<file path="src/core/ivp_pkg.sv">
// Constants, types and register map of the interrupt vector and priority block
// Summary of operation
// Pending sources resolve in fixed listed order
// Clock monitor reset, enabled by monitor bits
// Eight timer channels, I-masked, per-channel enables
// Timer overflow I-masked, gated, elevatable
// Accumulator overflow gated by its enable bit
// Accumulator edge gated by its enable bit
// Modulus underflow gated, lowest listed source
// Elevation value promotes one maskable source
// Request bus is 56 lines wide
// Reset forces defined states, RAM untouched
// EEPROM map resets 0x01, written once in normal modes
// Program page writable always, resets zero
// Present winning vector; non-maskables always win
package ivp_pkg;

  // ==========================================
  // Request bus and vector layout
  localparam int NUM_REQ = 56;
  localparam int IDX_W = 6;
  localparam logic [7:0] VEC_HIGH = 8'hFF;
  localparam logic [7:0] VEC_TOP = 8'hFE;
  localparam logic [7:0] VEC_LOWEST = 8'h90;
  localparam logic [7:0] ELEV_HIGHEST = 8'hF2;
  localparam logic [IDX_W-1:0] IDX_RESET = 6'h00;
  localparam logic [IDX_W-1:0] IDX_CLKMON = 6'h01;
  localparam logic [IDX_W-1:0] IDX_WDOG = 6'h02;
  localparam logic [IDX_W-1:0] IDX_XREQ = 6'h05;
  localparam logic [IDX_W-1:0] IDX_EXTREQ = 6'h06;
  localparam logic [IDX_W-1:0] IDX_TCH0 = 6'h08;
  localparam logic [IDX_W-1:0] IDX_TCH7 = 6'h0F;
  localparam logic [IDX_W-1:0] IDX_TOVF = 6'h10;
  localparam logic [IDX_W-1:0] IDX_PAOVF = 6'h11;
  localparam logic [IDX_W-1:0] IDX_PAEDGE = 6'h12;
  localparam logic [IDX_W-1:0] IDX_MODZ = 6'h1A;
  localparam logic [IDX_W-1:0] IDX_FIRST_I = 6'h06;

  // ==========================================
  // Register byte addresses
  localparam int ADDR_W = 8;
  localparam logic [7:0] A_ELEV = 8'h00;
  localparam logic [7:0] A_PLL = 8'h04;
  localparam logic [7:0] A_TCHIE = 8'h08;
  localparam logic [7:0] A_TIMER_SYSTEM_REG_TWO = 8'h0C;
  localparam logic [7:0] A_PULSE_ACC_CONTROL = 8'h10;
  localparam logic [7:0] A_MODULUS_COUNTER_CONTROL = 8'h14;
  localparam logic [7:0] A_EXTCTL = 8'h18;
  localparam logic [7:0] A_EEMAP = 8'h1C;
  localparam logic [7:0] A_PROGRAM_PAGE_REG = 8'h20;
  localparam logic [7:0] A_COP = 8'h24;
  localparam logic [7:0] A_STAT = 8'h28;
  localparam logic [7:0] A_PEND_LO = 8'h2C;
  localparam logic [7:0] A_PEND_HI = 8'h30;

  // ==========================================
  // Field positions and reset values
  localparam int B_CME = 0;
  localparam int B_SELF_CLOCK_MODE_ENABLE = 1;
  localparam int B_TOVIE = 7;
  localparam int B_PULSE_ACC_OVERFLOW_IE = 1;
  localparam int B_PAI = 0;
  localparam int B_MODULUS_ZERO_IE = 7;
  localparam int B_EXTEN = 6;
  localparam logic [7:0] RST_ELEV = 8'hF2;
  localparam logic [7:0] RST_PLL = 8'h03;
  localparam logic [7:0] RST_ZERO = 8'h00;
  localparam logic [7:0] RST_EXTCTL = 8'h40;
  localparam logic [7:0] RST_EEMAP = 8'h01;
  localparam logic [7:0] RST_PROGRAM_PAGE_REG = 8'h00;
  localparam logic [1:0] RESP_OKAY = 2'b00;
  localparam logic [1:0] RESP_SLVERR = 2'b10;

  // ==========================================
  // Carriers
  typedef struct packed {
    logic [ADDR_W-1:0] addr;
    logic [31:0] data;
    logic [3:0] strb;
  } ivp_wr_t;

  typedef struct packed {
    logic valid;
    logic [15:0] addr;
  } ivp_vec_t;

endpackage : ivp_pkg

</file>
<file path="src/core/ivp_prio_find.sv">
// Fixed-order search: lowest set request index wins
`timescale 1ns/10ps
module ivp_prio_find #(
  parameter int N = 56,
  parameter int IW = 6
) (
  // Requests, index 0 highest
  input wire logic [N-1:0] req,
  // Result
  output logic found,
  output logic [IW-1:0] idx
);

  initial begin
    if (N < 1 || N > (1 << IW)) $error("ivp_prio_find: N does not fit IW");
  end

  always_comb begin
    found = 1'b0;
    idx = '0;
    for (int i = N - 1; i >= 0; i--) begin
      if (req[i]) begin
        found = 1'b1;
        idx = IW'(i);
      end
    end
  end

endmodule : ivp_prio_find

</file>
<file path="src/core/ivp_axil_port.sv">
// AXI4-Lite slave handshake front end for the register file
`timescale 1ns/10ps
module ivp_axil_port #(
  parameter int AW = 8
) (
  // Clock, reset, enable
  input wire logic mclk,
  input wire logic reset,
  input wire logic clkEn,
  // Write channels
  input wire logic [AW-1:0] awaddr,
  input wire logic awvalid,
  output logic awready,
  input wire logic [31:0] wdata,
  input wire logic [3:0] wstrb,
  input wire logic wvalid,
  output logic wready,
  output logic [1:0] bresp,
  output logic bvalid,
  input wire logic bready,
  // Read channels
  input wire logic arvalid,
  output logic arready,
  output logic [31:0] rdata,
  output logic [1:0] rresp,
  output logic rvalid,
  input wire logic rready,
  // Register file side
  input wire logic [31:0] rdData,
  input wire logic rdErr,
  input wire logic wrErr,
  output logic wrStb,
  output ivp_pkg::ivp_wr_t wrReq
);

  logic awHeld_ff;
  logic wHeld_ff;
  wire awTake = awvalid && awready;
  wire wTake = wvalid && wready;
  wire doWrite = awHeld_ff && wHeld_ff && !bvalid;
  wire arTake = arvalid && arready;

  assign awready = !awHeld_ff && !bvalid;
  assign wready = !wHeld_ff && !bvalid;
  assign arready = !rvalid;
  assign wrStb = doWrite && clkEn;

  always_ff @(posedge mclk or posedge reset) begin
    if (reset) begin
      awHeld_ff <= 1'b0;
      wHeld_ff <= 1'b0;
      bvalid <= 1'b0;
      bresp <= ivp_pkg::RESP_OKAY;
      wrReq <= '0;
    end else if (clkEn) begin
      if (awTake) wrReq.addr <= awaddr;
      if (wTake) begin
        wrReq.data <= wdata;
        wrReq.strb <= wstrb;
      end
      awHeld_ff <= doWrite ? 1'b0 : (awHeld_ff || awTake);
      wHeld_ff <= doWrite ? 1'b0 : (wHeld_ff || wTake);
      if (doWrite) begin
        bvalid <= 1'b1;
        bresp <= wrErr ? ivp_pkg::RESP_SLVERR : ivp_pkg::RESP_OKAY;
      end else if (bready) begin
        bvalid <= 1'b0;
      end
    end
  end

  always_ff @(posedge mclk or posedge reset) begin
    if (reset) begin
      rvalid <= 1'b0;
      rdata <= '0;
      rresp <= ivp_pkg::RESP_OKAY;
    end else if (clkEn) begin
      if (arTake) begin
        rvalid <= 1'b1;
        rdata <= rdData;
        rresp <= rdErr ? ivp_pkg::RESP_SLVERR : ivp_pkg::RESP_OKAY;
      end else if (rready) begin
        rvalid <= 1'b0;
      end
    end
  end

endmodule : ivp_axil_port

</file>
<file path="src/core/ivp_top.sv">
// Interrupt vector selection, priority elevation and start-up registers
//
// The placing of the registers and the AXI4-Lite register port were chosen for this implementation.
`timescale 1ns/10ps
module ivp_top #(
  parameter int REQ_W = ivp_pkg::NUM_REQ
) (
  // Clock, reset, enable
  input wire logic mclk,
  input wire logic reset,
  input wire logic clkEn,
  // AXI4-Lite write address
  input wire logic [ivp_pkg::ADDR_W-1:0] s_awaddr,
  input wire logic s_awvalid,
  output logic s_awready,
  // AXI4-Lite write data and response
  input wire logic [31:0] s_wdata,
  input wire logic [3:0] s_wstrb,
  input wire logic s_wvalid,
  output logic s_wready,
  output logic [1:0] s_bresp,
  output logic s_bvalid,
  input wire logic s_bready,
  // AXI4-Lite read
  input wire logic [ivp_pkg::ADDR_W-1:0] s_araddr,
  input wire logic s_arvalid,
  output logic s_arready,
  output logic [31:0] s_rdata,
  output logic [1:0] s_rresp,
  output logic s_rvalid,
  input wire logic s_rready,
  // Request bus and core condition codes
  input wire logic [REQ_W-1:0] reqBus,
  input wire logic ccrIMask,
  input wire logic ccrXMask,
  input wire logic normalMode,
  // Vector to the core
  output logic vectorValid,
  output logic [15:0] vectorAddr,
  // Start-up configuration outputs
  output logic [7:0] eepromMap,
  output logic [7:0] progPage,
  output logic clkMonArmed
);

  // ==========================================
  // Parameter check
  initial begin
    if (REQ_W != ivp_pkg::NUM_REQ) $error("ivp_top: request bus must be 56 lines");
  end

  // ==========================================
  // Registers
  logic [7:0] priority_elevation_reg_ff;
  logic [7:0] pll_control_reg_ff;
  logic [7:0] timerChanIe_ff;
  logic [7:0] timer_system_reg_two_ff;
  logic [7:0] pulse_acc_control_ff;
  logic [7:0] modulus_counter_control_ff;
  logic [7:0] ext_request_control_ff;
  logic [7:0] eeprom_map_reg_ff;
  logic [7:0] program_page_reg_ff;
  logic [7:0] copRate_ff;
  logic eeWritten_ff;
  ivp_pkg::ivp_vec_t vec_ff;

  // ==========================================
  // Bus front end
  logic wrStb;
  ivp_pkg::ivp_wr_t wrReq;
  logic [31:0] rdData;
  logic rdErr;
  logic wrErr;

  ivp_axil_port #(
    .AW(ivp_pkg::ADDR_W)
  ) u_port (
    .mclk(mclk),
    .reset(reset),
    .clkEn(clkEn),
    .awaddr(s_awaddr),
    .awvalid(s_awvalid),
    .awready(s_awready),
    .wdata(s_wdata),
    .wstrb(s_wstrb),
    .wvalid(s_wvalid),
    .wready(s_wready),
    .bresp(s_bresp),
    .bvalid(s_bvalid),
    .bready(s_bready),
    .arvalid(s_arvalid),
    .arready(s_arready),
    .rdata(s_rdata),
    .rresp(s_rresp),
    .rvalid(s_rvalid),
    .rready(s_rready),
    .rdData(rdData),
    .rdErr(rdErr),
    .wrErr(wrErr),
    .wrStb(wrStb),
    .wrReq(wrReq)
  );

  // ==========================================
  // Address decode
  function automatic logic isMapped(input logic [7:0] a);
    isMapped = (a <= ivp_pkg::A_PEND_HI) && (a[1:0] == 2'b00);
  endfunction : isMapped

  wire wrLane0 = wrStb && wrReq.strb[0];
  wire [7:0] wByte = wrReq.data[7:0];
  wire wrElev = wrLane0 && (wrReq.addr == ivp_pkg::A_ELEV);
  wire wrPll = wrLane0 && (wrReq.addr == ivp_pkg::A_PLL);
  wire wrTch = wrLane0 && (wrReq.addr == ivp_pkg::A_TCHIE);
  wire wrTsr = wrLane0 && (wrReq.addr == ivp_pkg::A_TIMER_SYSTEM_REG_TWO);
  wire wrPac = wrLane0 && (wrReq.addr == ivp_pkg::A_PULSE_ACC_CONTROL);
  wire wrMcc = wrLane0 && (wrReq.addr == ivp_pkg::A_MODULUS_COUNTER_CONTROL);
  wire wrExt = wrLane0 && (wrReq.addr == ivp_pkg::A_EXTCTL);
  wire wrEeAny = wrLane0 && (wrReq.addr == ivp_pkg::A_EEMAP);
  wire wrEe = wrEeAny && (!normalMode || !eeWritten_ff);
  wire wrPpg = wrLane0 && (wrReq.addr == ivp_pkg::A_PROGRAM_PAGE_REG);
  wire wrCop = wrLane0 && (wrReq.addr == ivp_pkg::A_COP);

  assign wrErr = !isMapped(wrReq.addr);
  assign rdErr = !isMapped(s_araddr);

  // ==========================================
  // Register writes
  // Every control bit has a constant start-up state; no memory is cleared
  always_ff @(posedge mclk or posedge reset) begin
    if (reset) begin
      priority_elevation_reg_ff <= ivp_pkg::RST_ELEV;
      pll_control_reg_ff <= ivp_pkg::RST_PLL;
      timerChanIe_ff <= ivp_pkg::RST_ZERO;
      timer_system_reg_two_ff <= ivp_pkg::RST_ZERO;
      pulse_acc_control_ff <= ivp_pkg::RST_ZERO;
      modulus_counter_control_ff <= ivp_pkg::RST_ZERO;
      ext_request_control_ff <= ivp_pkg::RST_EXTCTL;
      copRate_ff <= ivp_pkg::RST_ZERO;
    end else if (clkEn) begin
      if (wrElev) priority_elevation_reg_ff <= {wByte[7:1], 1'b0};
      if (wrPll) pll_control_reg_ff <= wByte;
      if (wrTch) timerChanIe_ff <= wByte;
      if (wrTsr) timer_system_reg_two_ff <= wByte;
      if (wrPac) pulse_acc_control_ff <= wByte;
      if (wrMcc) modulus_counter_control_ff <= wByte;
      if (wrExt) ext_request_control_ff <= wByte;
      if (wrCop) copRate_ff <= wByte;
    end
  end

  // Write-once lock covers normal modes only; special modes stay open
  always_ff @(posedge mclk or posedge reset) begin
    if (reset) begin
      eeprom_map_reg_ff <= ivp_pkg::RST_EEMAP;
      eeWritten_ff <= 1'b0;
      program_page_reg_ff <= ivp_pkg::RST_PROGRAM_PAGE_REG;
    end else if (clkEn) begin
      if (wrEe) eeprom_map_reg_ff <= wByte;
      if (wrEeAny) eeWritten_ff <= 1'b1;
      if (wrPpg) program_page_reg_ff <= wByte;
    end
  end

  // ==========================================
  // Local enables per request line
  // Lines without a local enable here are gated inside their peripheral
  logic [REQ_W-1:0] localEn;
  logic [REQ_W-1:0] ccrOpen;

  function automatic logic srcEnable(input int k, input logic [7:0] tch, input logic [7:0] pll,
                                     input logic [7:0] tsr, input logic [7:0] pac,
                                     input logic [7:0] mcc, input logic [7:0] ext,
                                     input logic [7:0] cop);
    logic en;
    en = 1'b1;
    if (k == int'(ivp_pkg::IDX_CLKMON))
      en = pll[ivp_pkg::B_CME] || pll[ivp_pkg::B_SELF_CLOCK_MODE_ENABLE];
    else if (k == int'(ivp_pkg::IDX_WDOG))
      en = |cop;
    else if (k == int'(ivp_pkg::IDX_EXTREQ))
      en = ext[ivp_pkg::B_EXTEN];
    else if (k >= int'(ivp_pkg::IDX_TCH0) && k <= int'(ivp_pkg::IDX_TCH7))
      en = tch[k - int'(ivp_pkg::IDX_TCH0)];
    else if (k == int'(ivp_pkg::IDX_TOVF))
      en = tsr[ivp_pkg::B_TOVIE];
    else if (k == int'(ivp_pkg::IDX_PAOVF))
      en = pac[ivp_pkg::B_PULSE_ACC_OVERFLOW_IE];
    else if (k == int'(ivp_pkg::IDX_PAEDGE))
      en = pac[ivp_pkg::B_PAI];
    else if (k == int'(ivp_pkg::IDX_MODZ))
      en = mcc[ivp_pkg::B_MODULUS_ZERO_IE];
    srcEnable = en;
  endfunction : srcEnable

  for (genvar k = 0; k < REQ_W; k++) begin : g_qual
    assign localEn[k] = srcEnable(k, timerChanIe_ff, pll_control_reg_ff,
                                  timer_system_reg_two_ff, pulse_acc_control_ff,
                                  modulus_counter_control_ff, ext_request_control_ff,
                                  copRate_ff);
    if (k < int'(ivp_pkg::IDX_XREQ)) begin : g_nmi
      assign ccrOpen[k] = 1'b1;
    end else if (k == int'(ivp_pkg::IDX_XREQ)) begin : g_xmask
      assign ccrOpen[k] = !ccrXMask;
    end else begin : g_imask
      assign ccrOpen[k] = !ccrIMask;
    end
  end

  wire [REQ_W-1:0] qualified = reqBus & localEn & ccrOpen;

  // ==========================================
  // Fixed-order search
  logic baseFound;
  logic [ivp_pkg::IDX_W-1:0] baseIdx;

  ivp_prio_find #(
    .N(REQ_W),
    .IW(ivp_pkg::IDX_W)
  ) u_find (
    .req(qualified),
    .found(baseFound),
    .idx(baseIdx)
  );

  // ==========================================
  // Elevation: promote one I-masked source above the other I-masked ones
  wire [7:0] elev = priority_elevation_reg_ff;
  wire elevInRange = (elev >= ivp_pkg::VEC_LOWEST) && (elev <= ivp_pkg::ELEV_HIGHEST);
  wire [7:0] elevDist = 8'(ivp_pkg::VEC_TOP - elev);
  wire [ivp_pkg::IDX_W-1:0] elevIdx = elevDist[ivp_pkg::IDX_W:1];
  wire elevHit = elevInRange && qualified[elevIdx];
  // Resets, traps and XIRQ sit below the first I-masked index and are never overtaken
  wire baseIsMaskable = baseIdx >= ivp_pkg::IDX_FIRST_I;
  wire useElev = baseFound && baseIsMaskable && elevHit;
  wire [ivp_pkg::IDX_W-1:0] winIdx = useElev ? elevIdx : baseIdx;

  function automatic logic [7:0] vecLow(input logic [ivp_pkg::IDX_W-1:0] i);
    vecLow = 8'(ivp_pkg::VEC_TOP - 8'({i, 1'b0}));
  endfunction : vecLow

  ivp_pkg::ivp_vec_t nxt_vec;
  assign nxt_vec.valid = baseFound;
  assign nxt_vec.addr = baseFound ? {ivp_pkg::VEC_HIGH, vecLow(winIdx)} : 16'h0000;

  always_ff @(posedge mclk or posedge reset) begin
    if (reset) begin
      vec_ff <= '0;
    end else if (clkEn) begin
      vec_ff <= nxt_vec;
    end
  end

  // ==========================================
  // Read mux
  wire [7:0] ra = s_araddr;
  wire [31:0] pend64Lo = qualified[31:0];
  wire [31:0] pend64Hi = 32'(qualified[REQ_W-1:32]);

  assign rdData =
    (ra == ivp_pkg::A_ELEV) ? {24'h0, priority_elevation_reg_ff} :
    (ra == ivp_pkg::A_PLL) ? {24'h0, pll_control_reg_ff} :
    (ra == ivp_pkg::A_TCHIE) ? {24'h0, timerChanIe_ff} :
    (ra == ivp_pkg::A_TIMER_SYSTEM_REG_TWO) ? {24'h0, timer_system_reg_two_ff} :
    (ra == ivp_pkg::A_PULSE_ACC_CONTROL) ? {24'h0, pulse_acc_control_ff} :
    (ra == ivp_pkg::A_MODULUS_COUNTER_CONTROL) ? {24'h0, modulus_counter_control_ff} :
    (ra == ivp_pkg::A_EXTCTL) ? {24'h0, ext_request_control_ff} :
    (ra == ivp_pkg::A_EEMAP) ? {24'h0, eeprom_map_reg_ff} :
    (ra == ivp_pkg::A_PROGRAM_PAGE_REG) ? {24'h0, program_page_reg_ff} :
    (ra == ivp_pkg::A_COP) ? {24'h0, copRate_ff} :
    (ra == ivp_pkg::A_STAT) ? {15'h0, vec_ff.valid, vec_ff.addr} :
    (ra == ivp_pkg::A_PEND_LO) ? pend64Lo :
    (ra == ivp_pkg::A_PEND_HI) ? pend64Hi :
    32'h0000_0000;

  // ==========================================
  // Outputs, all from flip-flops
  assign vectorValid = vec_ff.valid;
  assign vectorAddr = vec_ff.addr;
  assign eepromMap = eeprom_map_reg_ff;
  assign progPage = program_page_reg_ff;

  // Registered so the pin does not ripple from the write decode
  always_ff @(posedge mclk or posedge reset) begin
    if (reset) begin
      clkMonArmed <= 1'b0;
    end else if (clkEn) begin
      clkMonArmed <= pll_control_reg_ff[ivp_pkg::B_CME] || pll_control_reg_ff[ivp_pkg::B_SELF_CLOCK_MODE_ENABLE];
    end
  end

endmodule : ivp_top

</file>
<file path="config.mk">
export PLATFORM = sky130hd
export DESIGN_NAME = ivp_top
export DESIGN_NICKNAME = d
export VERILOG_FILES = /design/src/core/ivp_pkg.sv /design/src/core/ivp_prio_find.sv /design/src/core/ivp_axil_port.sv /design/src/core/ivp_top.sv
export SDC_FILE = /design/constraint.sdc
export NUM_CORES = 1
export LEC_CHECK = 0
export ABC_AREA = 1
export BUFFER_PORTS_ARGS = -buffer_cell sky130_fd_sc_hd__buf_2
export CAP_MARGIN = 25
export CELL_PAD_IN_SITES_DETAIL_PLACEMENT = 2
export CELL_PAD_IN_SITES_GLOBAL_PLACEMENT = 2
export CORE_ASPECT_RATIO = 0.5
export CORE_MARGIN = 3
export CORE_UTILIZATION = 30
export CTS_CLUSTER_DIAMETER = 200
export CTS_CLUSTER_SIZE = 25
export DETAILED_ROUTE_END_ITERATION = 16
export GPL_ROUTABILITY_DRIVEN = 0
export PLACE_DENSITY_LB_ADDON = 0.1
export SYNTH_ARGS = -nofsm -noshare
export SYNTH_HDL_FRONTEND = slang
export SYNTH_SLANG_ARGS = --single-unit
export TNS_END_PERCENT = 100
</file>
<file path="constraint.sdc">
create_clock -name mclk -period 6.9 [get_ports mclk]
set_input_delay 1.38 -clock mclk [delete_from_list [all_inputs] [get_ports mclk]]
set_output_delay 1.38 -clock mclk [all_outputs]
set_load 0.02 [all_outputs]
</file>
==> flow_metrics.env, run 1 <==
export IMPL_timing_max_cap_violations=0
export IMPL_worstSkewPairLatency_ns=0.45
export IMPL_floorplan_core_area_um2=25900
export IMPL_clockBufferDepth=2
export IMPL_ys_seq_elements=143
export IMPL_io_pins=194
export IMPL_outcome="completed"
export IMPL_detail_route_antenna_nets=0
export IMPL_cts_made_buffers=17
export IMPL_post_cts_resize_count=0
export IMPL_post_layout_total_power_mw=2.68
export IMPL_whs_path_depth=2
export IMPL_routed_wl_um=34500
export IMPL_timing_critical_path_slowest_stage_cell="sky130_fd_sc_hd__inv_2"
export IMPL_grt_util_all_layers_pct=24.2
export IMPL_max_slew_margin_pct=29.7
export IMPL_nature_of_the_critical_path_startpoint="primary input"
export IMPL_grt_start_max_net_pins=96
export IMPL_regToRegSetupSlack_ns=2.82
export IMPL_cts_tree="built"
export IMPL_num_rows=41
export IMPL_synth_cell_types=46
export IMPL_leak_pwr_nw=4.79
export IMPL_r2r_cells=13
export IMPL_min_period_over_period_pct=74.6
export IMPL_die_width_um=238
export IMPL_worstReg2RegEnd="vectorAddr[2]$_DFFE_PP0P_"
export IMPL_power_density_nw_per_um2=275
export IMPL_hold_path_class="reg -> reg"
export IMPL_initial_core_util_pct=31.3
export IMPL_grt_antenna_before_repair=1
export IMPL_die_y_um=122
export IMPL_tightest_slew_ns=1.04
export IMPL_critical_path_max_fanout=27
export IMPL_worstSetupPathType="in -> reg"
export IMPL_num_antenna_cells=0
export IMPL_nets=1318
export IMPL_timing_critical_path_max_delay_family="simple AND/OR/NAND/NOR gates"
export IMPL_hpwl_reported_at_the_end_of_detailed_placement_um=25900
export IMPL_port_buffers=163
export IMPL_yosysSeqAreaShare_pct=44.4
export IMPL_grt_pass1_vias=8811
export IMPL_critical_path_arrival_ns=5.49
export IMPL_finalSetupTns_ns=0
export IMPL_slowest_delay_ns=0.52
export IMPL_area_delta_synth_final_pct=20.8
export IMPL_drc=0
export IMPL_finalCoreUtilization_pct=37.8
export IMPL_setup_viol=0
export IMPL_die_area_um2=29100
export IMPL_hold_path_startpoint="u_port.rdata[28]$_DFFE_PP0P_"
export IMPL_vias_per_cell=5.27
export IMPL_worstReg2RegStart="elev[1]$_DFFE_PP1P_"
export IMPL_critical_path_most_common_cell="sky130_fd_sc_hd__nand2_1"
export IMPL_layout_min_cycle_time_ns=5.15
export IMPL_clock_fmax_mhz=194
export IMPL_syn_avg_cell_area_um2=7.60
export IMPL_fill_cells=3029
export IMPL_post_cts_setup_buffer_count=0
export IMPL_numClockSinks=143
export IMPL_cts_max_level=4
export IMPL_area_of_the_mapped_netlist_um2=8090
export IMPL_worst_endpoint_required_ns=7.24
export IMPL_postCtsHoldBufs=0
export IMPL_worst_hold_path_endpoint="u_port.rdata[28]$_DFFE_PP0P_"
export IMPL_worstSetupEndpointType="flop"
export IMPL_vias=8195
export IMPL_path_clk_slew_ns=0.06
export IMPL_drt_first_pass_iters=4
export IMPL_hold_ws_ns=0.482
export IMPL_cp_buffers_inverters=3
export IMPL_number_of_max_slew_violations_in_the_final_report=0
export IMPL_place_worst_setup_slack_ns=1.25
export IMPL_cts_root_buffer_cell="sky130_fd_sc_hd__clkbuf_16"
export IMPL_post_synth_inst_count=1064
export IMPL_rsz0062_at_grt="false"
export IMPL_max_vdd_ir_drop_uv=154
export IMPL_drt_iter0_markers=486
export IMPL_detail_route_wl_per_cell_um=22.2
export IMPL_post_route_setup_slack_ns=1.75
export IMPL_yosysWarningCount=0
export IMPL_fin_skew_ns=0.0159
export IMPL_first_pass_grt_wire_length_um=53100
export IMPL_share_of_cells_above_drive_strength_1_pct=21.5
export IMPL_hold_violation_count_in_the_final_report=0
export IMPL_globalRoute_totalOverflow=0
## worst max-delay path by stage
stage                           endpoint  cells after the start  startpoint  slack, ns
2_1_floorplan    clkMonArmed$_DFFE_PP0P_                      1       reset       1.70
4_1_cts        vectorAddr[1]$_DFFE_PP0P_                     52    ccrIMask       1.70
3_5_place_dp   vectorAddr[1]$_DFFE_PP0P_                     52    ccrIMask       1.25
6_report       vectorAddr[1]$_DFFE_PP0P_                     52    ccrIMask       1.75
5_1_grt        vectorAddr[1]$_DFFE_PP0P_                     56    ccrIMask       1.23
3_3_place_gp   vectorAddr[1]$_DFFE_PP0P_                     52    ccrIMask       1.42
## logic make-up after synthesis
kind of cell	count (synthesis)	synth area share, %
DFF	143	44.4
buffers and inverters	167	8.90
and+or+nand+nor	465	25.5
AOI/OAI and AO/OA	282	20.3
muxes	6	0.835
other	1	0.0464
## tightest hold or removal path: stages, from the launching register on
cell,delay [ns]
sky130_fd_sc_hd__dfrtp_1,0.34
sky130_fd_sc_hd__nand2_1,0.05
sky130_fd_sc_hd__o31ai_1,0.05
## layer usage
layer	global-route usage (%)	vias up	part of all wire, %
met1	32.2	4194	46
li1	-	3827	-
met3	3.80	28	3.4
met2	41.3	146	49
met4	6.30	0	1.4
met5	0	-	0
## report_power, final
group	switching [mW]	internal, mW
Clock	0.395	0.683
Combinational	0.402	0.158
Sequential	0.0890	0.956
Total	0.885	1.80
## registers in the layout, indices dropped and copies added, names as in the netlist, 7 cells and up
| signal | cells |
|---|---|
| u_port.wrReq | 17 |
| modulus_counter_control_ff | 8 |
| u_port.rdata | 32 |
| timer_system_reg_two_ff | 8 |
| timerChanIe_ff | 8 |
| ext_request_control_ff | 8 |
| pulse_acc_control_ff | 8 |
| elev | 7 |
| progPage | 8 |
| vectorAddr | 7 |
| copRate_ff | 8 |
| pll_control_reg_ff | 8 |
| eepromMap | 8 |
## cell type report
cell class / count / area, µm² / share of cell area (%)
Multi-Input combinational cell: 756 / 3790 / 38.8
Sequential cell: 143 / 3590 / 36.8
Timing Repair Buffer: 170 / 868 / 8.89
Clock buffer: 20 / 437 / 4.47
Tap cell: 344 / 430 / 4.41
Inverter: 111 / 422 / 4.32
Clock inverter: 12 / 229 / 2.34
## placed cells by master (no fill, tap or decap), types with 4 or more instances in the layout
master,synthesis,final
sky130_fd_sc_hd__a21oi_1,48,48
sky130_fd_sc_hd__a221o_1,4,4
sky130_fd_sc_hd__a221oi_1,11,11
sky130_fd_sc_hd__a41oi_1,4,4
sky130_fd_sc_hd__buf_2,1,163
sky130_fd_sc_hd__buf_4,13,7
sky130_fd_sc_hd__bufinv_16,0,6
sky130_fd_sc_hd__clkbuf_16,0,17
sky130_fd_sc_hd__dfrtp_1,134,134
sky130_fd_sc_hd__dfstp_2,9,9
sky130_fd_sc_hd__inv_1,96,95
sky130_fd_sc_hd__inv_2,12,12
sky130_fd_sc_hd__inv_6,0,5
sky130_fd_sc_hd__mux2_2,6,6
sky130_fd_sc_hd__nand2_1,284,284
sky130_fd_sc_hd__nand2_2,15,15
sky130_fd_sc_hd__nand2_4,5,5
sky130_fd_sc_hd__nand3_1,28,27
sky130_fd_sc_hd__nand3_2,4,5
sky130_fd_sc_hd__nand3_4,8,8
sky130_fd_sc_hd__nand4_1,12,12
sky130_fd_sc_hd__nor2_1,89,89
sky130_fd_sc_hd__nor3_1,14,14
sky130_fd_sc_hd__o211ai_1,12,12
sky130_fd_sc_hd__o21ai_0,137,137
sky130_fd_sc_hd__o21ai_1,19,19
sky130_fd_sc_hd__o221ai_1,10,10
sky130_fd_sc_hd__o22ai_1,10,10
sky130_fd_sc_hd__o31ai_1,11,11
## synthesized netlist by cell type (all sizes together)
library cell	count	area (µm²)
nand2	304	1220
o21ai	156	781
dfrtp	134	3350
inv	108	405
nor2	89	334
a21oi	48	240
nand3	40	320
clkbuf	39	150
buf	17	153
nor3	14	70.1
nand4	12	75.1
o211ai	12	90.1
a221oi	11	96.3
o31ai	11	82.6
o221ai	10	87.6
o22ai	10	62.6
dfstp	9	236
mux2	6	67.6
a221o	4	40.0
a41oi	4	35.0
nor4	4	31.3
a31oi	3	18.8
clkinv	3	11.3
o2111ai	3	26.3
a311oi	2	17.5
o311ai	2	17.5
a2111oi	1	8.76
a211oi	1	7.51
a21boi	1	7.51
a21o	1	7.51
a32o	1	10.0
and3	1	6.26
conb	1	3.75
nor3b	1	7.51
o41ai	1	8.76
## stage by stage
step | cells | area (µm²)
6_report | 1556 | 9770
5_1_grt | 1556 | 9770
4_1_cts | 1556 | 9770
3_5_place_dp | 1524 | 9100
3_3_place_gp | 1524 | 9100
2_1_floorplan | 1066 | 8090
No activity file was read; power rests on OpenSTA's default activity.
==> inputs of run 2 (changes only) <==
==> constraint.sdc (replaced) <==
create_clock -name mclk -period 5.1 [get_ports mclk]
set_input_delay 1.02 -clock mclk [delete_from_list [all_inputs] [get_ports mclk]]
set_output_delay 1.02 -clock mclk [all_outputs]
set_load 0.02 [all_outputs]
==> run 2 against run 1 <==
  * Hold slack worse by 0.017 ns
  * Sequential power up 34%
  * Critical path depth decreased by 1
  * Sequential share of layout area rose by 0.085 points
  * Combinational power up 35%
  * Highest routed layer unchanged
==> flow_metrics.env, run 2 (same netlist as run 1, synthesis figures left out) <==
export IMPL_outcome="completed"
export IMPL_timing_critical_path_max_delay_family="simple AND/OR/NAND/NOR gates"
export IMPL_drt_iter0_markers=408
export IMPL_grt_antenna_before_repair=0
export IMPL_max_slew_margin_pct=29.5
export IMPL_worst_endpoint_required_ns=5.49
export IMPL_vias=8217
export IMPL_num_antenna_cells=0
export IMPL_cell_depth_of_the_worst_setup_path=51
export IMPL_critical_path_max_fanout=26
export IMPL_cp_buffers_inverters=3
export IMPL_nature_of_the_critical_path_startpoint="primary input"
export IMPL_whs_path_depth=1
export IMPL_power_density_nw_per_um2=357
export IMPL_hold_violation_count_in_the_final_report=0
export IMPL_nets=1324
export IMPL_layout_min_cycle_time_ns=4.27
export IMPL_port_buffers=163
export IMPL_detail_route_antenna_nets=0
export IMPL_slowest_delay_ns=0.41
export IMPL_first_pass_grt_wire_length_um=53000
export IMPL_floorplan_core_area_um2=25900
export IMPL_clock_fmax_mhz=234
export IMPL_critical_path_arrival_ns=4.66
export IMPL_worst_hold_path_endpoint="eeWritten_ff$_DFFE_PP0P_"
export IMPL_share_of_cells_above_drive_strength_1_pct=22.1
export IMPL_regMostFlops="u_port.rdata"
export IMPL_num_rows=41
export IMPL_worstReg2RegEnd="vectorAddr[2]$_DFFE_PP0P_"
export IMPL_path_clk_slew_ns=0.06
export IMPL_hold_path_class="reg -> reg"
export IMPL_leak_pwr_nw=4.78
export IMPL_worstSetupPathType="in -> reg"
export IMPL_critical_path_most_common_cell="sky130_fd_sc_hd__nand2_1"
export IMPL_grt_start_max_net_pins=76
export IMPL_hold_path_startpoint="eeWritten_ff$_DFFE_PP0P_"
export IMPL_min_period_over_period_pct=83.8
export IMPL_hpwl_reported_at_the_end_of_detailed_placement_um=26100
export IMPL_grt_util_all_layers_pct=24.2
export IMPL_die_y_um=122
export IMPL_r2r_cells=10
export IMPL_die_width_um=238
export IMPL_routed_wl_um=34600
export IMPL_largest_reg_flops=32
export IMPL_setup_viol=0
export IMPL_worstReg2RegStart="elev[1]$_DFFE_PP1P_"
export IMPL_drt_first_pass_iters=4
export IMPL_fin_skew_ns=0.00785
export IMPL_regToRegSetupSlack_ns=1.53
export IMPL_initial_core_util_pct=31.3
export IMPL_number_of_max_slew_violations_in_the_final_report=0
export IMPL_numClockSinks=143
export IMPL_drc=0
export IMPL_post_cts_setup_buffer_count=0
export IMPL_grt_pass1_vias=8909
export IMPL_tightest_slew_ns=1.05
export IMPL_cts_max_level=4
export IMPL_clockBufferDepth=2
export IMPL_die_area_um2=29100
export IMPL_finalNonFillerCells=1562
export IMPL_timing_critical_path_slowest_stage_cell="sky130_fd_sc_hd__buf_4"
export IMPL_layout_cells_most_common="sky130_fd_sc_hd__nand2_1"
export IMPL_finalSetupTns_ns=0
export IMPL_io_pins=194
export IMPL_worstSetupEndpointType="flop"
export IMPL_cts_root_buffer_cell="sky130_fd_sc_hd__clkbuf_16"
export IMPL_cts_tree="built"
export IMPL_worstSkewPairLatency_ns=0.45
export IMPL_final_cell_mix="sky130_fd_sc_hd__nand2_1 (284), sky130_fd_sc_hd__buf_2 (163), sky130_fd_sc_hd__o21ai_0 (137), sky130_fd_sc_hd__dfrtp_1 (134), sky130_fd_sc_hd__inv_1 (95)"
export IMPL_globalRoute_totalOverflow=0
export IMPL_vias_per_cell=5.26
export IMPL_max_vdd_ir_drop_uv=240
export IMPL_cts_made_buffers=17
export IMPL_post_cts_resize_count=0
export IMPL_detail_route_wl_per_cell_um=22.2
export IMPL_reg_top3="u_port.rdata x32, u_port.wrReq x17"
export IMPL_rsz0062_at_grt="false"
export IMPL_timing_max_cap_violations=0
export IMPL_postCtsHoldBufs=0
export IMPL_placedCellCount=1530
export IMPL_area_delta_synth_final_pct=20.5
run 2: cell count changes in the layout (fill, tap and decap cells not counted):
cell / delta
sky130_fd_sc_hd__buf_4: +6
sky130_fd_sc_hd__bufinv_16: -4
sky130_fd_sc_hd__clkbuf_1: -2
sky130_fd_sc_hd__clkbuf_8: +3
sky130_fd_sc_hd__clkinv_2: +1
sky130_fd_sc_hd__clkinvlp_4: +3
sky130_fd_sc_hd__inv_6: -1
run 2: final cells by class:
| cell class | instances | area (µm²) |
|---|---|---|
| fillers | 3044 | 16100 |
| multi-input cells | 756 | 3790 |
| clock inverters | 11 | 128 |
| clock buffers | 21 | 470 |
| inverters | 111 | 422 |
| flip-flops and latches | 143 | 3590 |
| repair buffers | 176 | 913 |
| well taps | 344 | 430 |
run 2: through the flow:
step | util (%) | power [mW] | instance area [µm²] | setup slack, ns | hold slack (ns)
2_1_floorplan | - | 1.88 | 8090 | 0.257 | 0.428
3_3_place_gp | 35.4 | 2.16 | 9150 | 0.511 | 0.439
3_5_place_dp | 35.4 | 2.19 | 9150 | 0.387 | 0.453
4_1_cts | 37.7 | 3.51 | 9740 | 0.787 | 0.467
5_1_grt | 37.7 | 3.66 | 9740 | 0.260 | 0.489
6_report | 37.7 | 3.48 | 9740 | 0.828 | 0.465
run 2: worst max path at each step:
stage                        start                         to  slack, ns
after floorplan              reset    clkMonArmed$_DFFE_PP0P_       0.26
after global placement    ccrIMask  vectorAddr[1]$_DFFE_PP0P_       0.51
after detailed placement  ccrIMask  vectorAddr[1]$_DFFE_PP0P_       0.39
after CTS                 ccrIMask  vectorAddr[1]$_DFFE_PP0P_       0.79
after global routing      ccrIMask  vectorAddr[1]$_DFFE_PP0P_       0.26
final                     ccrIMask  vectorAddr[1]$_DFFE_PP0P_       0.83
run 2: power by group:
group | internal [mW] | total, mW | switching (mW)
sequential | 1.29 | 1.41 | 0.118
clock | 0.762 | 1.31 | 0.546
combinational | 0.215 | 0.757 | 0.542
total | 2.27 | 3.48 | 1.21
run 2: layer usage:
layer	wire (µm)	track usage, %	vias to the layer above
met3	1230	3.96	39
met1	16300	32.2	4177
met2	16500	40.8	167
met5	0	0	-
li1	-	-	3834
met4	607	7.32	0
==> inputs of run 3 (changes only) <==
--- a/config.mk
+++ b/config.mk
@@ -12,7 +12,7 @@
 export CELL_PAD_IN_SITES_GLOBAL_PLACEMENT = 2
 export CORE_ASPECT_RATIO = 0.5
 export CORE_MARGIN = 3
-export CORE_UTILIZATION = 30
+export CORE_UTILIZATION = 27
 export CTS_CLUSTER_DIAMETER = 200
 export CTS_CLUSTER_SIZE = 25
 export DETAILED_ROUTE_END_ITERATION = 16
==> constraint.sdc (replaced) <==
create_clock -name mclk -period 3.6 [get_ports mclk]
set_input_delay 0.72 -clock mclk [delete_from_list [all_inputs] [get_ports mclk]]
set_output_delay 0.72 -clock mclk [all_outputs]
set_load 0.02 [all_outputs]
==> run 3 against run 2 <==
  * Final area rose by 7.6%
  * Critical path depth rose by 6
  * Largest cell class unchanged
  * Largest power group unchanged
  * Register-to-register slack got worse by 1.1 ns
  * Routed wire length rose by 1.3%
  * Utilization fell by 1.8 points
  * Setup slack got worse by 0.77 ns
  * Critical endpoint unchanged
  * Hold slack got worse by 0.068 ns
==> flow_metrics.env, run 3 (same netlist as run 1, synthesis figures left out) <==
export IMPL_tightest_slew_ns=0.965
export IMPL_critical_path_arrival_ns=3.87
export IMPL_finalNonFillerCells=1691
export IMPL_die_y_um=128
export IMPL_area_taken_by_multi_input_logic_gates_um2=3830
export IMPL_max_slew_margin_pct=35.0
export IMPL_timing_critical_path_max_delay_family="simple AND/OR/NAND/NOR gates"
export IMPL_numClockSinks=143
export IMPL_number_of_max_slew_violations_in_the_final_report=0
export IMPL_drt_first_pass_iters=4
export IMPL_setup_viol=0
export IMPL_area_sequential_um2=3590
export IMPL_vias_per_cell=4.97
export IMPL_die_width_um=251
export IMPL_fin_skew_ns=0.00928
export IMPL_reg_top3="u_port.rdata x32, u_port.wrReq x17"
export IMPL_area_delta_synth_final_pct=29.6
export IMPL_worstSkewPairLatency_ns=0.44
export IMPL_port_buffers=163
export IMPL_drc=0
export IMPL_path_clk_slew_ns=0.06
export IMPL_timing_max_cap_violations=0
export IMPL_worst_endpoint_required_ns=3.92
export IMPL_cts_root_buffer_cell="sky130_fd_sc_hd__clkbuf_16"
export IMPL_worstSetupEndpointType="flop"
export IMPL_detail_route_wl_per_cell_um=20.8
export IMPL_regMostFlops="u_port.rdata"
export IMPL_globalRoute_totalOverflow=0
export IMPL_worstSetupPathType="in -> reg"
export IMPL_cts_max_level=4
export IMPL_num_antenna_cells=0
export IMPL_hold_violation_count_in_the_final_report=0
export IMPL_slowest_delay_ns=0.11
export IMPL_leak_pwr_nw=5.19
export IMPL_hold_ws_ns=0.397
export IMPL_nets=1406
export IMPL_fill_cells=3433
export IMPL_vias=8404
export IMPL_initial_core_util_pct=27.7
export IMPL_die_area_um2=32200
export IMPL_max_vdd_ir_drop_uv=355
export IMPL_nature_of_the_critical_path_startpoint="primary input"
export IMPL_cts_made_buffers=17
export IMPL_hold_path_class="in -> async"
export IMPL_power_density_nw_per_um2=468
export IMPL_num_rows=44
export IMPL_final_cell_mix="sky130_fd_sc_hd__nand2_1 (279), sky130_fd_sc_hd__buf_2 (161), sky130_fd_sc_hd__o21ai_0 (137), sky130_fd_sc_hd__dfrtp_1 (134)"
export IMPL_floorplan_core_area_um2=29200
export IMPL_critical_path_max_fanout=7
export IMPL_grt_antenna_before_repair=0
export IMPL_layout_min_cycle_time_ns=3.54
export IMPL_clockBufferDepth=2
export IMPL_io_pins=194
export IMPL_placedCellCount=1657
export IMPL_grt_util_all_layers_pct=22.4
export IMPL_grt_pass1_vias=9252
export IMPL_cts_tree="built"
export IMPL_grt_start_max_net_pins=144
export IMPL_share_of_cells_above_drive_strength_1_pct=28.1
export IMPL_clock_fmax_mhz=282
export IMPL_timing_critical_path_slowest_stage_cell="sky130_fd_sc_hd__buf_8"
export IMPL_hpwl_reported_at_the_end_of_detailed_placement_um=27300
export IMPL_cp_buffers_inverters=2
export IMPL_first_pass_grt_wire_length_um=54800
export IMPL_layout_cells_most_common="sky130_fd_sc_hd__nand2_1"
export IMPL_detail_route_antenna_nets=0
export IMPL_outcome="completed"
export IMPL_critical_path_most_common_cell="sky130_fd_sc_hd__nand2_1"
export IMPL_rsz0062_at_grt="true"
export IMPL_drt_iter0_markers=479
export IMPL_routed_wl_um=35100
export IMPL_postCtsHoldBufs=0
export IMPL_min_period_over_period_pct=98.4
export IMPL_largest_reg_flops=32
[run 3: changes by cell type in the layout (fill, tap and decap cells not counted), moves of 2 or more]
cell and delta:
sky130_fd_sc_hd__nor3_1 -2, sky130_fd_sc_hd__nor3_2 +2, sky130_fd_sc_hd__nand2_2 +5, sky130_fd_sc_hd__buf_4 +81
sky130_fd_sc_hd__buf_2 -2, sky130_fd_sc_hd__nand2_1 -5
[run 3: power breakdown]
group / internal [mW] / switching [mW] / total, mW
clock: 1.03 / 0.739 / 1.77
sequential: 1.83 / 0.162 / 2.00
combinational: 0.359 / 0.782 / 1.14
[run 3: metal layers]
metal	vias up	global-route usage (%)	routed length (µm)
li1	3994	-	-
met1	4246	29.7	16600
met2	130	38.8	17000
met3	34	3.58	1040
met4	0	5.10	462
met5	-	0	0
[run 3: area by class of cell]
class / instances / area share, %
flip-flops and latches: 143 / 34.2
well taps: 391 / 4.67
repair buffers: 258 / 14.9
clock inverters: 11 / 0.991
inverters: 111 / 4.08
clock buffers: 21 / 4.58
multi-input cells: 756 / 36.6
[run 3: worst reg2reg max path: stages (launching register included)]
cell and delay (ns):
sky130_fd_sc_hd__dfstp_2 0.39, sky130_fd_sc_hd__o21ai_0 0.62, sky130_fd_sc_hd__inv_1 0.18, sky130_fd_sc_hd__nor4_1 0.61, sky130_fd_sc_hd__nand3_1 0.14, sky130_fd_sc_hd__nor2_1 0.23
sky130_fd_sc_hd__nor3b_1 0.10, sky130_fd_sc_hd__o21ai_2 0.08, sky130_fd_sc_hd__nand2_2 0.13, sky130_fd_sc_hd__buf_4 0.19, sky130_fd_sc_hd__o211ai_1 0.27, sky130_fd_sc_hd__nand2_1 0.09
[run 3: path summary, 6_finish.rpt]
path	from	to	slack (ns)	cells after the start
worst max-delay path	ccrIMask	vectorAddr[1]$_DFFE_PP0P_	0.06	57
worst min-delay path	reset	u_port.wrReq[36]$_DFFE_PP0P_	0.40	3
worst max register to register	pll_control_reg_ff[0]$_DFFE_PP1P_	vectorAddr[5]$_DFFE_PP0P_	0.43	11
worst min register to register	eeWritten_ff$_DFFE_PP0P_	eeWritten_ff$_DFFE_PP0P_	0.46	1
max in group asynchronous	reset	u_port.rdata[16]$_DFFE_PP0P_	2.40	3
min in group mclk	eeWritten_ff$_DFFE_PP0P_	eeWritten_ff$_DFFE_PP0P_	0.46	1
[run 3: metrics by stage]
| stage | instance area (µm²) | util (%) | setup slack [ns] | power (mW) | setup TNS, ns |
|---|---|---|---|---|---|
| floorplan | 8100 | - | 0.285 | 2.66 | 0 |
| global placement | 9820 | 33.6 | -0.398 | 3.12 | -1.37 |
| detailed placement | 9820 | 33.6 | -0.578 | 3.17 | -1.53 |
| CTS | 10400 | 35.7 | 0.0156 | 4.97 | 0 |
| global route | 10500 | 35.9 | -0.528 | 5.20 | -0.560 |
| finish | 10500 | 35.9 | 0.0563 | 4.90 | 0 |
[run 3: timing repair]
item	in CTS	in global routing
hold endpoints to repair	0	0
gates resized for setup	7	14
pin swaps	0	3
setup buffers	1	1
setup endpoints to repair	1	3
